File: config.mk
export PLATFORM = sky130hd
export DESIGN_NAME = spwr_ctrl_flat
export DESIGN_NICKNAME = d
export VERILOG_FILES = /design/src/spwr_pkg.sv /design/src/spwr_if.sv /design/src/spwr_ctrl.sv /design/src/flat_wrapper.sv
export SDC_FILE = /design/constraint.sdc
export NUM_CORES = 1
export LEC_CHECK = 0
export ABC_CLOCK_PERIOD_IN_PS = 5500
export BUFFER_PORTS_ARGS = -buffer_cell sky130_fd_sc_hd__buf_2
export CORE_MARGIN = 2
export CORE_UTILIZATION = 55
export DETAILED_ROUTE_END_ITERATION = 6
export PLACE_DENSITY = 0.76
export SYNTH_ARGS = -nofsm -noshare
export SYNTH_HDL_FRONTEND = slang
export SYNTH_SLANG_ARGS = --single-unit
File: constraint.sdc
create_clock -name clk_sys -period 5.5 [get_ports clk_sys]
set_input_delay 1.65 -clock clk_sys [delete_from_list [all_inputs] [get_ports clk_sys]]
set_output_delay 1.65 -clock clk_sys [all_outputs]
set_load 0.02 [all_outputs]
File: src/spwr_pkg.sv
// Constants shared by both ends of the stack pointer word recognizer link.
// Assumes one system clock and a synchronous active-high reset in each end.
// Summary of operation
// RL1: Config write 80 drives pointer load low
// RL2: Clock-enable port write 00 permits pointer steps
// RL3: Load mode step loads low load-bus nibble
// RL4: Control write stores load-bus high nibble
// RL5: Control RAM holds sixteen 4-bit entries
// RL6: Control RAM outputs read inverted
// RL7: Control RAM readable at control_ram_readback_port
// RL8: Config write 90 selects count mode
// RL9: Count mode step increments when bit0 set
// RL10: Counting walks pointer from 0 to F
// RL11: Pointer reads at port 04, bits 5:2
// RL12: Sequence recognizer uses three 4096x1 RAMs
// RL13: Pointer selects sequence level, sixteen levels
// RL14: Sequence match is AND of three outputs
// RL15: Qualifier uses three 256x4 RAMs, pointer-free
// RL16: Qualifier output n is AND of bits n
// RL17: Sequence RAM at 0E, qualifier at 07
// RL18: Controller writes all, verifies, halts mismatch
// RL19: Controller checks pointer after each step
// RL20: Control RAM ignores low load-bus nibble
// RL21: Sequence readback top bits, reversed order
// RL22: Pointer wraps from F to zero
package spwr_pkg;
   // ------------------------------------------------------------------
   // Port addresses
   // ------------------------------------------------------------------
   localparam logic [7:0] SPWR_PORT_PTR_RD   = 8'h04;
   localparam logic [7:0] SPWR_PORT_QUAL_RD  = 8'h07;
   localparam logic [7:0] SPWR_PORT_CTRL_RD  = 8'h0A;
   localparam logic [7:0] SPWR_PORT_SEQ_RD   = 8'h0E;
   // ------------------------------------------------------------------
   // Configuration values
   // ------------------------------------------------------------------
   localparam logic [7:0] SPWR_CFG_LOAD      = 8'h80;
   localparam logic [7:0] SPWR_CFG_COUNT     = 8'h90;
   localparam logic [7:0] SPWR_CLKEN_ON      = 8'h00;
   localparam logic [7:0] SPWR_STEP_VALUE    = 8'h00;
   localparam int         SPWR_CFG_LOAD_BIT  = 4;
   // ------------------------------------------------------------------
   // Field positions and widths
   // ------------------------------------------------------------------
   localparam int         SPWR_PTR_W         = 4;
   localparam int         SPWR_PTR_RD_LSB    = 2;
   localparam int         SPWR_CTRL_LSB      = 4;
   localparam int         SPWR_SEQ_RD_LSB    = 5;
   localparam int         SPWR_SEQ_DATA_W    = 8;
   localparam int         SPWR_QUAL_ADDR_W   = 8;
   localparam int         SPWR_QUAL_W        = 4;
   localparam int         SPWR_NRAM          = 3;
   localparam int         SPWR_DATA_W        = 24;
   localparam int         SPWR_NCTRL         = 16;
   localparam logic [3:0] SPWR_PTR_RESET     = 4'h0;
   localparam logic [3:0] SPWR_CTRL_RESET    = 4'h0;
   // ------------------------------------------------------------------
   // Controller test states
   // ------------------------------------------------------------------
   typedef enum logic [3:0] {
      SPWR_IDLE, SPWR_CFG, SPWR_WR_PTR, SPWR_WR_CTL, SPWR_RD_PTR, SPWR_RD_CTL,
      SPWR_CHK_CTL, SPWR_CNT_SET, SPWR_CNT_RD, SPWR_CNT_CHK, SPWR_CNT_STEP,
      SPWR_DONE, SPWR_FAIL
   } spwr_state_t;
endpackage

File: src/spwr_if.sv
// Link between the mainframe controller end and the recognizer device end.
// Assumes both ends share clk_sys; strobes are one-cycle low pulses.
`timescale 1ns/1ps
interface spwr_if;
   logic [7:0] load_bus;
   logic       cfg_wr;
   logic       clken_wr;
   logic       pointer_step_strobe_n;
   logic       ctrl_ram_write_strobe_n;
   logic       ctrl_ram_read_strobe_n;
   logic       seq_we_n;
   logic       qual_we_n;
   logic       rd_en;
   logic [7:0] rd_addr;
   logic [7:0] rd_data;
   modport device (
      input  load_bus, cfg_wr, clken_wr, pointer_step_strobe_n,
             ctrl_ram_write_strobe_n, ctrl_ram_read_strobe_n,
             seq_we_n, qual_we_n, rd_en, rd_addr,
      output rd_data
   );
   modport ctrl (
      output load_bus, cfg_wr, clken_wr, pointer_step_strobe_n,
             ctrl_ram_write_strobe_n, ctrl_ram_read_strobe_n,
             seq_we_n, qual_we_n, rd_en, rd_addr,
      input  rd_data
   );
endinterface

File: src/spwr_ctrl.sv
// Controller end: runs stack control RAM test then count mode test.
// Assumes device answers a read one cycle after rd_en.
`timescale 1ns/1ps
module spwr_ctrl
   import spwr_pkg::*;
(
   input  wire logic       clk_sys,
   input  wire logic       srst,
   spwr_if.ctrl            lnk,
   input  wire logic       start,
   output logic            busy,
   output logic            done,
   output logic            error,
   output logic [7:0]      err_port,
   output logic [7:0]      err_expected,
   output logic [7:0]      err_actual
);
   spwr_state_t st_reg;
   logic [3:0]  idx_reg;
   logic [1:0]  pass_reg;
   logic [1:0]  cfg_step_reg;
   logic        wait_reg;
   logic [7:0]  exp;

   function automatic logic [3:0] pattern(input logic [1:0] p, input logic [3:0] a);
      logic [1:0] k;
      k = 2'((p + a) % 3);
      pattern = (k == 2'd0) ? 4'hA : (k == 2'd1) ? 4'h1 : 4'hC;
   endfunction

   always_comb begin
      exp = 8'h00;
      case (st_reg)
         SPWR_CHK_CTL: exp = {4'h0, pattern(pass_reg, idx_reg)};
         SPWR_CNT_CHK: exp = {2'b00, idx_reg, 2'b00};
         default:      exp = 8'h00;
      endcase
   end

   always_ff @(posedge clk_sys) begin
      if (srst) begin
         st_reg                      <= SPWR_IDLE;
         idx_reg                     <= 4'h0;
         pass_reg                    <= 2'd0;
         cfg_step_reg                <= 2'd0;
         wait_reg                    <= 1'b0;
         busy                        <= 1'b0;
         done                        <= 1'b0;
         error                       <= 1'b0;
         err_port                    <= 8'h00;
         err_expected                <= 8'h00;
         err_actual                  <= 8'h00;
         lnk.load_bus                <= 8'h00;
         lnk.cfg_wr                  <= 1'b0;
         lnk.clken_wr                <= 1'b0;
         lnk.pointer_step_strobe_n   <= 1'b1;
         lnk.ctrl_ram_write_strobe_n <= 1'b1;
         lnk.ctrl_ram_read_strobe_n  <= 1'b1;
         lnk.seq_we_n                <= 1'b1;
         lnk.qual_we_n               <= 1'b1;
         lnk.rd_en                   <= 1'b0;
         lnk.rd_addr                 <= 8'h00;
      end else begin
         lnk.cfg_wr                  <= 1'b0;
         lnk.clken_wr                <= 1'b0;
         lnk.pointer_step_strobe_n   <= 1'b1;
         lnk.ctrl_ram_write_strobe_n <= 1'b1;
         lnk.ctrl_ram_read_strobe_n  <= 1'b1;
         lnk.rd_en                   <= 1'b0;
         case (st_reg)
            SPWR_IDLE: begin
               if (start) begin
                  busy         <= 1'b1;
                  done         <= 1'b0;
                  error        <= 1'b0;
                  pass_reg     <= 2'd0;
                  idx_reg      <= 4'h0;
                  cfg_step_reg <= 2'd0;
                  st_reg       <= SPWR_CFG;
               end
            end
            SPWR_CFG: begin
               cfg_step_reg <= cfg_step_reg + 2'd1;
               if (cfg_step_reg == 2'd0) begin
                  lnk.load_bus <= SPWR_CFG_LOAD; // RL1
                  lnk.cfg_wr   <= 1'b1;
               end else begin
                  lnk.load_bus <= SPWR_CLKEN_ON; // RL2
                  lnk.clken_wr <= 1'b1;
                  st_reg       <= SPWR_WR_PTR;
               end
            end
            SPWR_WR_PTR, SPWR_RD_PTR: begin
               lnk.load_bus              <= {4'h0, idx_reg}; // RL3
               lnk.pointer_step_strobe_n <= 1'b0;
               st_reg <= (st_reg == SPWR_WR_PTR) ? SPWR_WR_CTL : SPWR_RD_CTL;
            end
            SPWR_WR_CTL: begin
               lnk.load_bus                <= {~pattern(pass_reg, idx_reg), 4'h0}; // RL4
               lnk.ctrl_ram_write_strobe_n <= 1'b0;
               idx_reg <= idx_reg + 4'h1;
               st_reg  <= (idx_reg == 4'hF) ? SPWR_RD_PTR : SPWR_WR_PTR; // RL18
            end
            SPWR_RD_CTL: begin
               lnk.rd_addr                <= SPWR_PORT_CTRL_RD;
               lnk.rd_en                  <= 1'b1;
               lnk.ctrl_ram_read_strobe_n <= 1'b0;
               wait_reg                   <= 1'b1;
               st_reg                     <= SPWR_CHK_CTL;
            end
            SPWR_CHK_CTL: begin
               // Read data lands one cycle after the request is taken
               if (wait_reg) begin
                  wait_reg <= 1'b0;
               end else if (lnk.rd_data != exp) begin
                  err_port <= SPWR_PORT_CTRL_RD; // RL18
                  err_expected <= exp;
                  err_actual   <= lnk.rd_data;
                  st_reg       <= SPWR_FAIL;
               end else if (idx_reg != 4'hF) begin
                  idx_reg <= idx_reg + 4'h1;
                  st_reg  <= SPWR_RD_PTR;
               end else if (pass_reg != 2'd2) begin
                  pass_reg <= pass_reg + 2'd1;
                  idx_reg  <= 4'h0;
                  st_reg   <= SPWR_WR_PTR;
               end else begin
                  idx_reg      <= 4'h0;
                  cfg_step_reg <= 2'd0;
                  st_reg       <= SPWR_CNT_SET;
               end
            end
            SPWR_CNT_SET: begin
               // Zero fill: each write lands at the previous pointer, gap between strobes
               cfg_step_reg <= cfg_step_reg + 2'd1;
               if (cfg_step_reg == 2'd0) begin
                  lnk.load_bus                <= {4'h0, idx_reg};
                  lnk.ctrl_ram_write_strobe_n <= 1'b0;
                  lnk.pointer_step_strobe_n   <= 1'b0;
                  cfg_step_reg                <= 2'd3;
                  idx_reg                     <= idx_reg + 4'h1;
               end else if (cfg_step_reg == 2'd3) begin
                  if (idx_reg == 4'h0)
                     cfg_step_reg <= 2'd1;
               end else if (cfg_step_reg == 2'd1) begin
                  // Last entry written, pointer loaded with 0
                  lnk.load_bus                <= 8'h00;
                  lnk.ctrl_ram_write_strobe_n <= 1'b0;
                  lnk.pointer_step_strobe_n   <= 1'b0;
               end else begin
                  lnk.load_bus <= SPWR_CFG_COUNT; // RL8
                  lnk.cfg_wr   <= 1'b1;
                  idx_reg      <= 4'h0;
                  st_reg       <= SPWR_CNT_RD;
               end
            end
            SPWR_CNT_RD: begin
               lnk.rd_addr <= SPWR_PORT_PTR_RD;
               lnk.rd_en   <= 1'b1;
               wait_reg    <= 1'b1;
               st_reg      <= SPWR_CNT_CHK;
            end
            SPWR_CNT_CHK: begin
               if (wait_reg) begin
                  wait_reg <= 1'b0;
               end else if (lnk.rd_data != exp) begin
                  err_port     <= SPWR_PORT_PTR_RD; // RL19
                  err_expected <= exp;
                  err_actual   <= lnk.rd_data;
                  st_reg       <= SPWR_FAIL;
               end else if (idx_reg == 4'hF) begin
                  st_reg <= SPWR_DONE;
               end else begin
                  st_reg <= SPWR_CNT_STEP;
               end
            end
            SPWR_CNT_STEP: begin
               lnk.load_bus              <= SPWR_STEP_VALUE; // RL9
               lnk.pointer_step_strobe_n <= 1'b0;
               idx_reg                   <= idx_reg + 4'h1;
               st_reg                    <= SPWR_CNT_RD;
            end
            SPWR_DONE: begin
               busy   <= 1'b0;
               done   <= 1'b1;
               st_reg <= SPWR_IDLE;
            end
            SPWR_FAIL: begin
               busy   <= 1'b0;
               error  <= 1'b1;
               st_reg <= SPWR_IDLE;
            end
            default: st_reg <= SPWR_IDLE;
         endcase
      end
   end
endmodule

File: src/flat_wrapper.sv
// flat-port wrapper written by rule: the top's interface ports become plain ports
module spwr_ctrl_flat import spwr_pkg::*;
  (clk_sys, srst, start, busy, done, error, err_port, err_expected, err_actual, lnk_load_bus, lnk_cfg_wr, lnk_clken_wr, lnk_pointer_step_strobe_n, lnk_ctrl_ram_write_strobe_n, lnk_ctrl_ram_read_strobe_n, lnk_seq_we_n, lnk_qual_we_n, lnk_rd_en, lnk_rd_addr, lnk_rd_data);
  spwr_if lnk_i ();
  input  wire logic clk_sys;
  input  wire logic srst;
  input  wire logic start;
  output logic busy;
  output logic done;
  output logic error;
  output logic [7:0] err_port;
  output logic [7:0] err_expected;
  output logic [7:0] err_actual;
  output wire logic [$bits(lnk_i.load_bus)-1:0] lnk_load_bus;
  output wire logic [$bits(lnk_i.cfg_wr)-1:0] lnk_cfg_wr;
  output wire logic [$bits(lnk_i.clken_wr)-1:0] lnk_clken_wr;
  output wire logic [$bits(lnk_i.pointer_step_strobe_n)-1:0] lnk_pointer_step_strobe_n;
  output wire logic [$bits(lnk_i.ctrl_ram_write_strobe_n)-1:0] lnk_ctrl_ram_write_strobe_n;
  output wire logic [$bits(lnk_i.ctrl_ram_read_strobe_n)-1:0] lnk_ctrl_ram_read_strobe_n;
  output wire logic [$bits(lnk_i.seq_we_n)-1:0] lnk_seq_we_n;
  output wire logic [$bits(lnk_i.qual_we_n)-1:0] lnk_qual_we_n;
  output wire logic [$bits(lnk_i.rd_en)-1:0] lnk_rd_en;
  output wire logic [$bits(lnk_i.rd_addr)-1:0] lnk_rd_addr;
  input wire logic [$bits(lnk_i.rd_data)-1:0] lnk_rd_data;
  assign lnk_load_bus = lnk_i.load_bus;
  assign lnk_cfg_wr = lnk_i.cfg_wr;
  assign lnk_clken_wr = lnk_i.clken_wr;
  assign lnk_pointer_step_strobe_n = lnk_i.pointer_step_strobe_n;
  assign lnk_ctrl_ram_write_strobe_n = lnk_i.ctrl_ram_write_strobe_n;
  assign lnk_ctrl_ram_read_strobe_n = lnk_i.ctrl_ram_read_strobe_n;
  assign lnk_seq_we_n = lnk_i.seq_we_n;
  assign lnk_qual_we_n = lnk_i.qual_we_n;
  assign lnk_rd_en = lnk_i.rd_en;
  assign lnk_rd_addr = lnk_i.rd_addr;
  assign lnk_i.rd_data = lnk_rd_data;
  spwr_ctrl u_core (.clk_sys(clk_sys), .srst(srst), .lnk(lnk_i), .start(start), .busy(busy), .done(done), .error(error), .err_port(err_port), .err_expected(err_expected), .err_actual(err_actual));
endmodule
==> results.md, run 1 <==
- Clock buffer count from CTS: 5
- Ratio of cells with drive above 1 in the final layout: 0.184
- Tmin final: 5130 ps
- HPWL Detailed: 6170 um
- CP max stage delay: 420 ps
- CP startpoint kind: register
- Post-Place Setup Slack: 282 ps
- DRT Pass-1 Iters: 6
- Root Buffer: clkbuf_8
- Drt wl/cell: 16.3 um
- Dpl cells: 539
- Final setup fails: 0
- Reg power frac: 0.384
- Total core area: 0.00624 mm^2
- Hold Vio Cnt, Final: 0
- Nets: 494
- First-pass GRT wire length: 14300 um
- EDFF count, synth: 0
- Crit path kind: register to register
- Status: complete, no violations
- Fin. max-slew vios: 0
- Rel. slew slack: 0.414
- Power per cell area: 286 mW/mm^2
- Hold WC Path Type: register to register
- Ys flop type: dfxtp_1
- Sw Pwr: 0.417 mW
- CP max FO: 10
- GP Congestion: 0.926
- Non-filler cells, final: 545
- Fill count: 581
- Clk pwr share: 0.234
- Yosys reg bits: 48
- Largest area contributor in the netlist: dfxtp_1
- Clk_lat worst skew: 310 ps
- Worst vdd ir: 0.231 mV
- Most used cell, CP: ha_1
- Post-synthesis sequential area ratio: 0.276
- Hold_ws: 458 ps
- Area Growth Syn to Fin: 6.42%
- # clock sinks: 48
- Clock buffer depth: 2
- Largest net degree at the start of global routing: 52
- Initial antenna violation count: 0
- Int Power: 0.643 mW
- Worst path required time: 5650 ps
- Sw Ratio: 0.394
- Overflow after GRT: 0
- Async set or reset register ratio after synthesis: 0
- Ranking of synthesized cells by area: dfxtp_1, nor2_1, a21oi_1
- Syn Std Cell Area: 0.00349 mm^2
- Yosys warning count: 0
- Worst Setup End Kind: register
- Initial Utilization: 0.559
- Max Fclk: 0.195 GHz
- Netlist cell types: 77
- 1st-iter DRT viols: 210
- DRC Markers: 0
- I/O pin count: 62
- Top Registers: u_core.err_actual (8), u_core.lnk.load_bus (8), u_core.err_expected (6)
- Worst-path cell chain: ha_1 -> fa_2 -> a211oi_4 -> o21ai_0 -> o21ai_0 -> ha_1 -> nand2b_1 -> a32o_1 -> or2_1 -> nor2_1 -> mux2i_1 -> ha_1 -> and4bb_2 -> nand2_1 -> a21o_1 -> a311oi_2 -> o211a_1 -> buf_4 -> nand3b_1 -> a21oi_1 -> a311oi_1
- Port Buffers: 47
- Slew @ Worst Pin: 879 ps
- Mean Syn Cell Area: 7.91 um^2
- Yosys top cell area share: 0.276
- Vias in the first global route: 3026
- Cells after Synth: 441
- Drt total wl: 8880 um
- Row count: 29
- Leak pwr: 1.64 nW
- Clk pin slew, worst setup/hold paths: 90 ps
- Die height: 83.6 um
- CTS tree: yes
- Gate power share: 0.382
- Antenna Cells: 0
- CP arrival: 5270 ps
- # Max-Cap Violations: 0
- H-tree depth: 2
- Crit-path slowest cell: fa_2
- Vias/cell: 6.11
- Vias: 3332
- Die width: 83.6 um
- Smallest setup slack after layout: 374 ps
- Clk_skew: 9.46 ps
- Total track usage: 0.249
- DIE AREA: 0.00699 mm^2
- Final ANT Viol Nets: 0
- Setup repair after global routing missed its margin: false
- Crit share post-route: 0.932
- Setup TNS: 0 ps
placed cells by master (no fill, tap or decap), types with 6 or more instances in the layout:
| cell | synthesis | layout |
|---|---|---|
| a22oi_1 | 9 | 9 |
| ha_1 | 13 | 13 |
| buf_4 | 17 | 7 |
| inv_1 | 13 | 13 |
| nor3_1 | 10 | 10 |
| a21oi_1 | 38 | 38 |
| buf_2 | 5 | 47 |
| nand2b_1 | 9 | 9 |
| o21ai_0 | 29 | 29 |
| nand2_1 | 30 | 30 |
| conb_1 | 2 | 14 |
| nor2b_1 | 8 | 8 |
| dfxtp_1 | 48 | 48 |
| nand3_1 | 6 | 6 |
| mux2i_1 | 16 | 16 |
| nor2_1 | 56 | 56 |
cell type report:
class                   instances  area, um^2  share of cell area
clock inverters                 1        30.0             0.00809
well taps                      77        96.3              0.0260
clock buffers                   5        68.8              0.0185
multi-input cells             347        2220               0.598
repair buffers                 54         288              0.0775
inverters                      13        48.8              0.0131
flip-flops and latches         48         961               0.259
cells by family after synthesis:
| group | Yosys count | synth area share |
|---|---|---|
| AND/OR/NAND/NOR | 161 | 0.238 |
| other | 2 | 0.00215 |
| adder cells (fa/ha/maj) | 14 | 0.0524 |
| AO/OA/AOI/OAI | 135 | 0.263 |
| flip-flops | 48 | 0.276 |
| buffers and inverters | 58 | 0.104 |
| XOR/XNOR | 5 | 0.0126 |
| multiplexers | 18 | 0.0524 |
power by group through the flow:
stage	sequential (mW)	combinational (mW)	clock, mW
after floorplan	0.410	0.323	0
after global placement	0.415	0.392	0
after detailed placement	0.415	0.395	0
after CTS	0.406	0.398	0.253
after global routing	0.411	0.449	0.265
final	0.407	0.405	0.248
stage by stage:
stage | instance area, um^2 | util | power [mW]
after floorplan | 3530 | - | 0.733
after global routing | 3710 | 0.595 | 1.13
after CTS | 3700 | 0.593 | 1.06
after detailed placement | 3600 | 0.577 | 0.810
final | 3710 | 0.595 | 1.06
after global placement | 3600 | 0.577 | 0.807
synthesized netlist by cell type (6+ instances only):
| cell | count |
|---|---|
| nor2b_1 | 8 |
| nand2_1 | 30 |
| nor3_1 | 10 |
| nand3_1 | 6 |
| inv_1 | 13 |
| nand2b_1 | 9 |
| mux2i_1 | 16 |
| nor2_1 | 56 |
| clkbuf_1 | 13 |
| o21ai_0 | 29 |
| dfxtp_1 | 48 |
| ha_1 | 13 |
| buf_4 | 17 |
| a22oi_1 | 9 |
| a21oi_1 | 38 |
layer usage:
layer,vias to the layer above,share of wire,global-route usage,wire [um]
met5,-,0,0,0
met4,0,0.025,0.0792,226
met3,26,0.066,0.0435,582
met2,135,0.49,0.436,4350
met1,1558,0.42,0.309,3720
li1,1613,-,-,-
timing repair:
item	4_1_cts	5_1_grt
buffers inserted	0	0
gates resized for setup	0	3
hold endpoints to repair	0	0
hold buffers	0	0
setup endpoints to repair	0	19
worst paths after layout:
check	end	cells after the start	slack, ps	start
max	u_core.cfg_step_reg[0]	21	370	u_core.idx_reg[0]
min reg2reg	u_core.err_expected[1]	2	460	u_core.err_expected[1]
max reg2reg	u_core.cfg_step_reg[0]	21	370	u_core.idx_reg[0]
min	u_core.err_expected[1]	2	460	u_core.err_expected[1]
worst max-delay path: cells and delay by family, from the launching register on:
kind                     cells  cell delay, ps
adder cells (fa/ha/maj)      4            1260
AO/OA/AOI/OAI                9            1890
AND/OR/NAND/NOR              6            1120
buffers and inverters        1             180
multiplexers                 1             110
flip-flops                   1             380
Power figures use the tool's default switching activity.
==> run 2: changes to the inputs <==
--- a/config.mk
+++ b/config.mk
@@ -11,6 +11,7 @@
 export CORE_UTILIZATION = 55
 export DETAILED_ROUTE_END_ITERATION = 6
 export PLACE_DENSITY = 0.76
+export REMOVE_ABC_BUFFERS = 1
 export SYNTH_ARGS = -nofsm -noshare
 export SYNTH_HDL_FRONTEND = slang
 export SYNTH_SLANG_ARGS = --single-unit
==> results.md, run 2 (synthesis gave the netlist of run 1 again) <==
- Total core area: 0.00624 mm^2
- First-pass GRT wire length: 14200 um
- Most frequent cells in the layout: nor2_1, dfxtp_1, buf_2
- Placed Area: 0.00358 mm^2
- H-tree depth: 2
- DRC Markers: 0
- Power per cell area: 299 mW/mm^2
- Final Core Density: 0.597
- DRT Pass-1 Iters: 6
- CTS tree: yes
- Hold WC Path Type: register to register
- Design Area, Final: 0.00373 mm^2
- CTS Hold Bufs: 0
- # Max-Cap Violations: 0
- Worst vdd ir: 0.219 mV
- CP arrival: 5240 ps
- Fin. max-slew vios: 0
- CP startpoint kind: register
- Clock buffer count from CTS: 5
- Top Registers: u_core.err_actual (8), u_core.lnk.load_bus (8), u_core.err_expected (6)
- Drt wl/cell: 15.4 um
- Clk_skew: 11.2 ps
- Setup TNS: 0 ps
- Max Fclk: 0.197 GHz
- Rel. slew slack: 0.311
- Drt total wl: 8400 um
- Ratio of cells with drive above 1 in the final layout: 0.184
- Crit path kind: register to register
- Hold_ws: 465 ps
- Antenna Cells: 0
- Overflow after GRT: 0
- Worst-case reg-to-reg path depth: 22
- DIE AREA: 0.00699 mm^2
- Tmin final: 5080 ps
- Clk pin slew, worst setup/hold paths: 90 ps
- Port Buffers: 47
- Final ANT Viol Nets: 0
- R2r setup slk: 420 ps
- Clk_lat worst skew: 310 ps
- Initial antenna violation count: 0
- Crit share post-route: 0.924
- Nets: 491
- GP Congestion: 0.913
- Initial Utilization: 0.559
- HPWL Detailed: 5950 um
- Vias: 3285
- Clock buffer depth: 2
- Area Growth Syn to Fin: 6.93%
- Slew @ Worst Pin: 1020 ps
- 1st-iter DRT viols: 298
- Most common cell after layout, fill and taps aside: nor2_1
- Vias/cell: 6.04
- Root Buffer: clkbuf_8
- Final setup fails: 0
- Largest net degree at the start of global routing: 52
- Die height: 83.6 um
- # clock sinks: 48
- CP max FO: 14
- Leak pwr: 1.64 nW
- Vias in the first global route: 2976
- Total track usage: 0.242
- Worst Setup End Kind: register
- Row count: 29
- Worst path required time: 5660 ps
- Status: complete, no violations
- Hold Vio Cnt, Final: 0
- Die width: 83.6 um
- I/O pin count: 62
- Hold path depth: 2
- Setup repair after global routing missed its margin: false
## run 2: cell types whose count changed in the layout (fill, tap and decap cells not counted)
| cell | change |
|---|---|
| a211oi_1 | -1 |
| a211oi_2 | +2 |
| a211oi_4 | -1 |
| buf_4 | -3 |
| bufinv_16 | +1 |
| fa_1 | +1 |
| fa_2 | -1 |
| inv_6 | +1 |
| nor4bb_1 | -1 |
| nor4bb_2 | +1 |
## run 2: critical path, cell delays in order, from the launching register on
cell and delay (ps):
dfxtp_1 380, ha_1 280, fa_1 420, buf_4 200
nor2b_4 130, a211oi_2 280, nor2_1 90, ha_1 240
a211oi_1 290, a221oi_2 70, or2_1 250, nor2_1 140
mux2i_1 100, ha_1 210, and4bb_2 270, nand2_1 120
a21o_1 240, a311oi_2 290, o211a_1 200, buf_4 190
nand3b_1 120, a21oi_1 280, a311oi_1 140
## run 2: power by group
part | internal [mW] | total [mW] | switching [mW]
sequential | 0.371 | 0.431 | 0.0598
combinational | 0.138 | 0.371 | 0.233
clock | 0.183 | 0.313 | 0.130
## run 2: final cells by class
cell class              instances  area (um^2)
fillers                       571         2510
multi-input cells             347         2220
flip-flops and latches         48          961
repair buffers                 51          265
well taps                      77         96.3
clock buffers                   5         68.8
clock inverters                 3         68.8
inverters                      13         48.8
## run 2: path summary, 6_finish.rpt
check / startpoint / to
worst max register to register: u_core.idx_reg[0] / u_core.cfg_step_reg[0]
worst max-delay path: u_core.idx_reg[0] / u_core.cfg_step_reg[0]
worst min register to register: u_core.err_expected[1] / u_core.err_expected[1]
worst min-delay path: u_core.err_expected[1] / u_core.err_expected[1]
## run 2: per-layer routing
layer  vias to the layer above  wire length [um]  global-route usage
met1                      1530              3760               0.320
met5                         -                 0                   0
met4                         0               148              0.0630
li1                       1608                 -                   -
met2                       130              4000               0.411
met3                        17               504              0.0396
## run 2: through the flow
step | setup WS (ps) | instances | power, mW
2_1_floorplan | 504 | 408 | 0.700
3_3_place_gp | 448 | 536 | 0.797
3_5_place_dp | 269 | 536 | 0.804
4_1_cts | 208 | 544 | 1.11
5_1_grt | 35.5 | 544 | 1.18
6_report | 419 | 544 | 1.11
## run 2: timing repair
item,CTS,global route
hold endpoints to repair,0,0
endpoints found under the setup margin,0,16
setup buffers,0,0
gates resized for setup,0,2
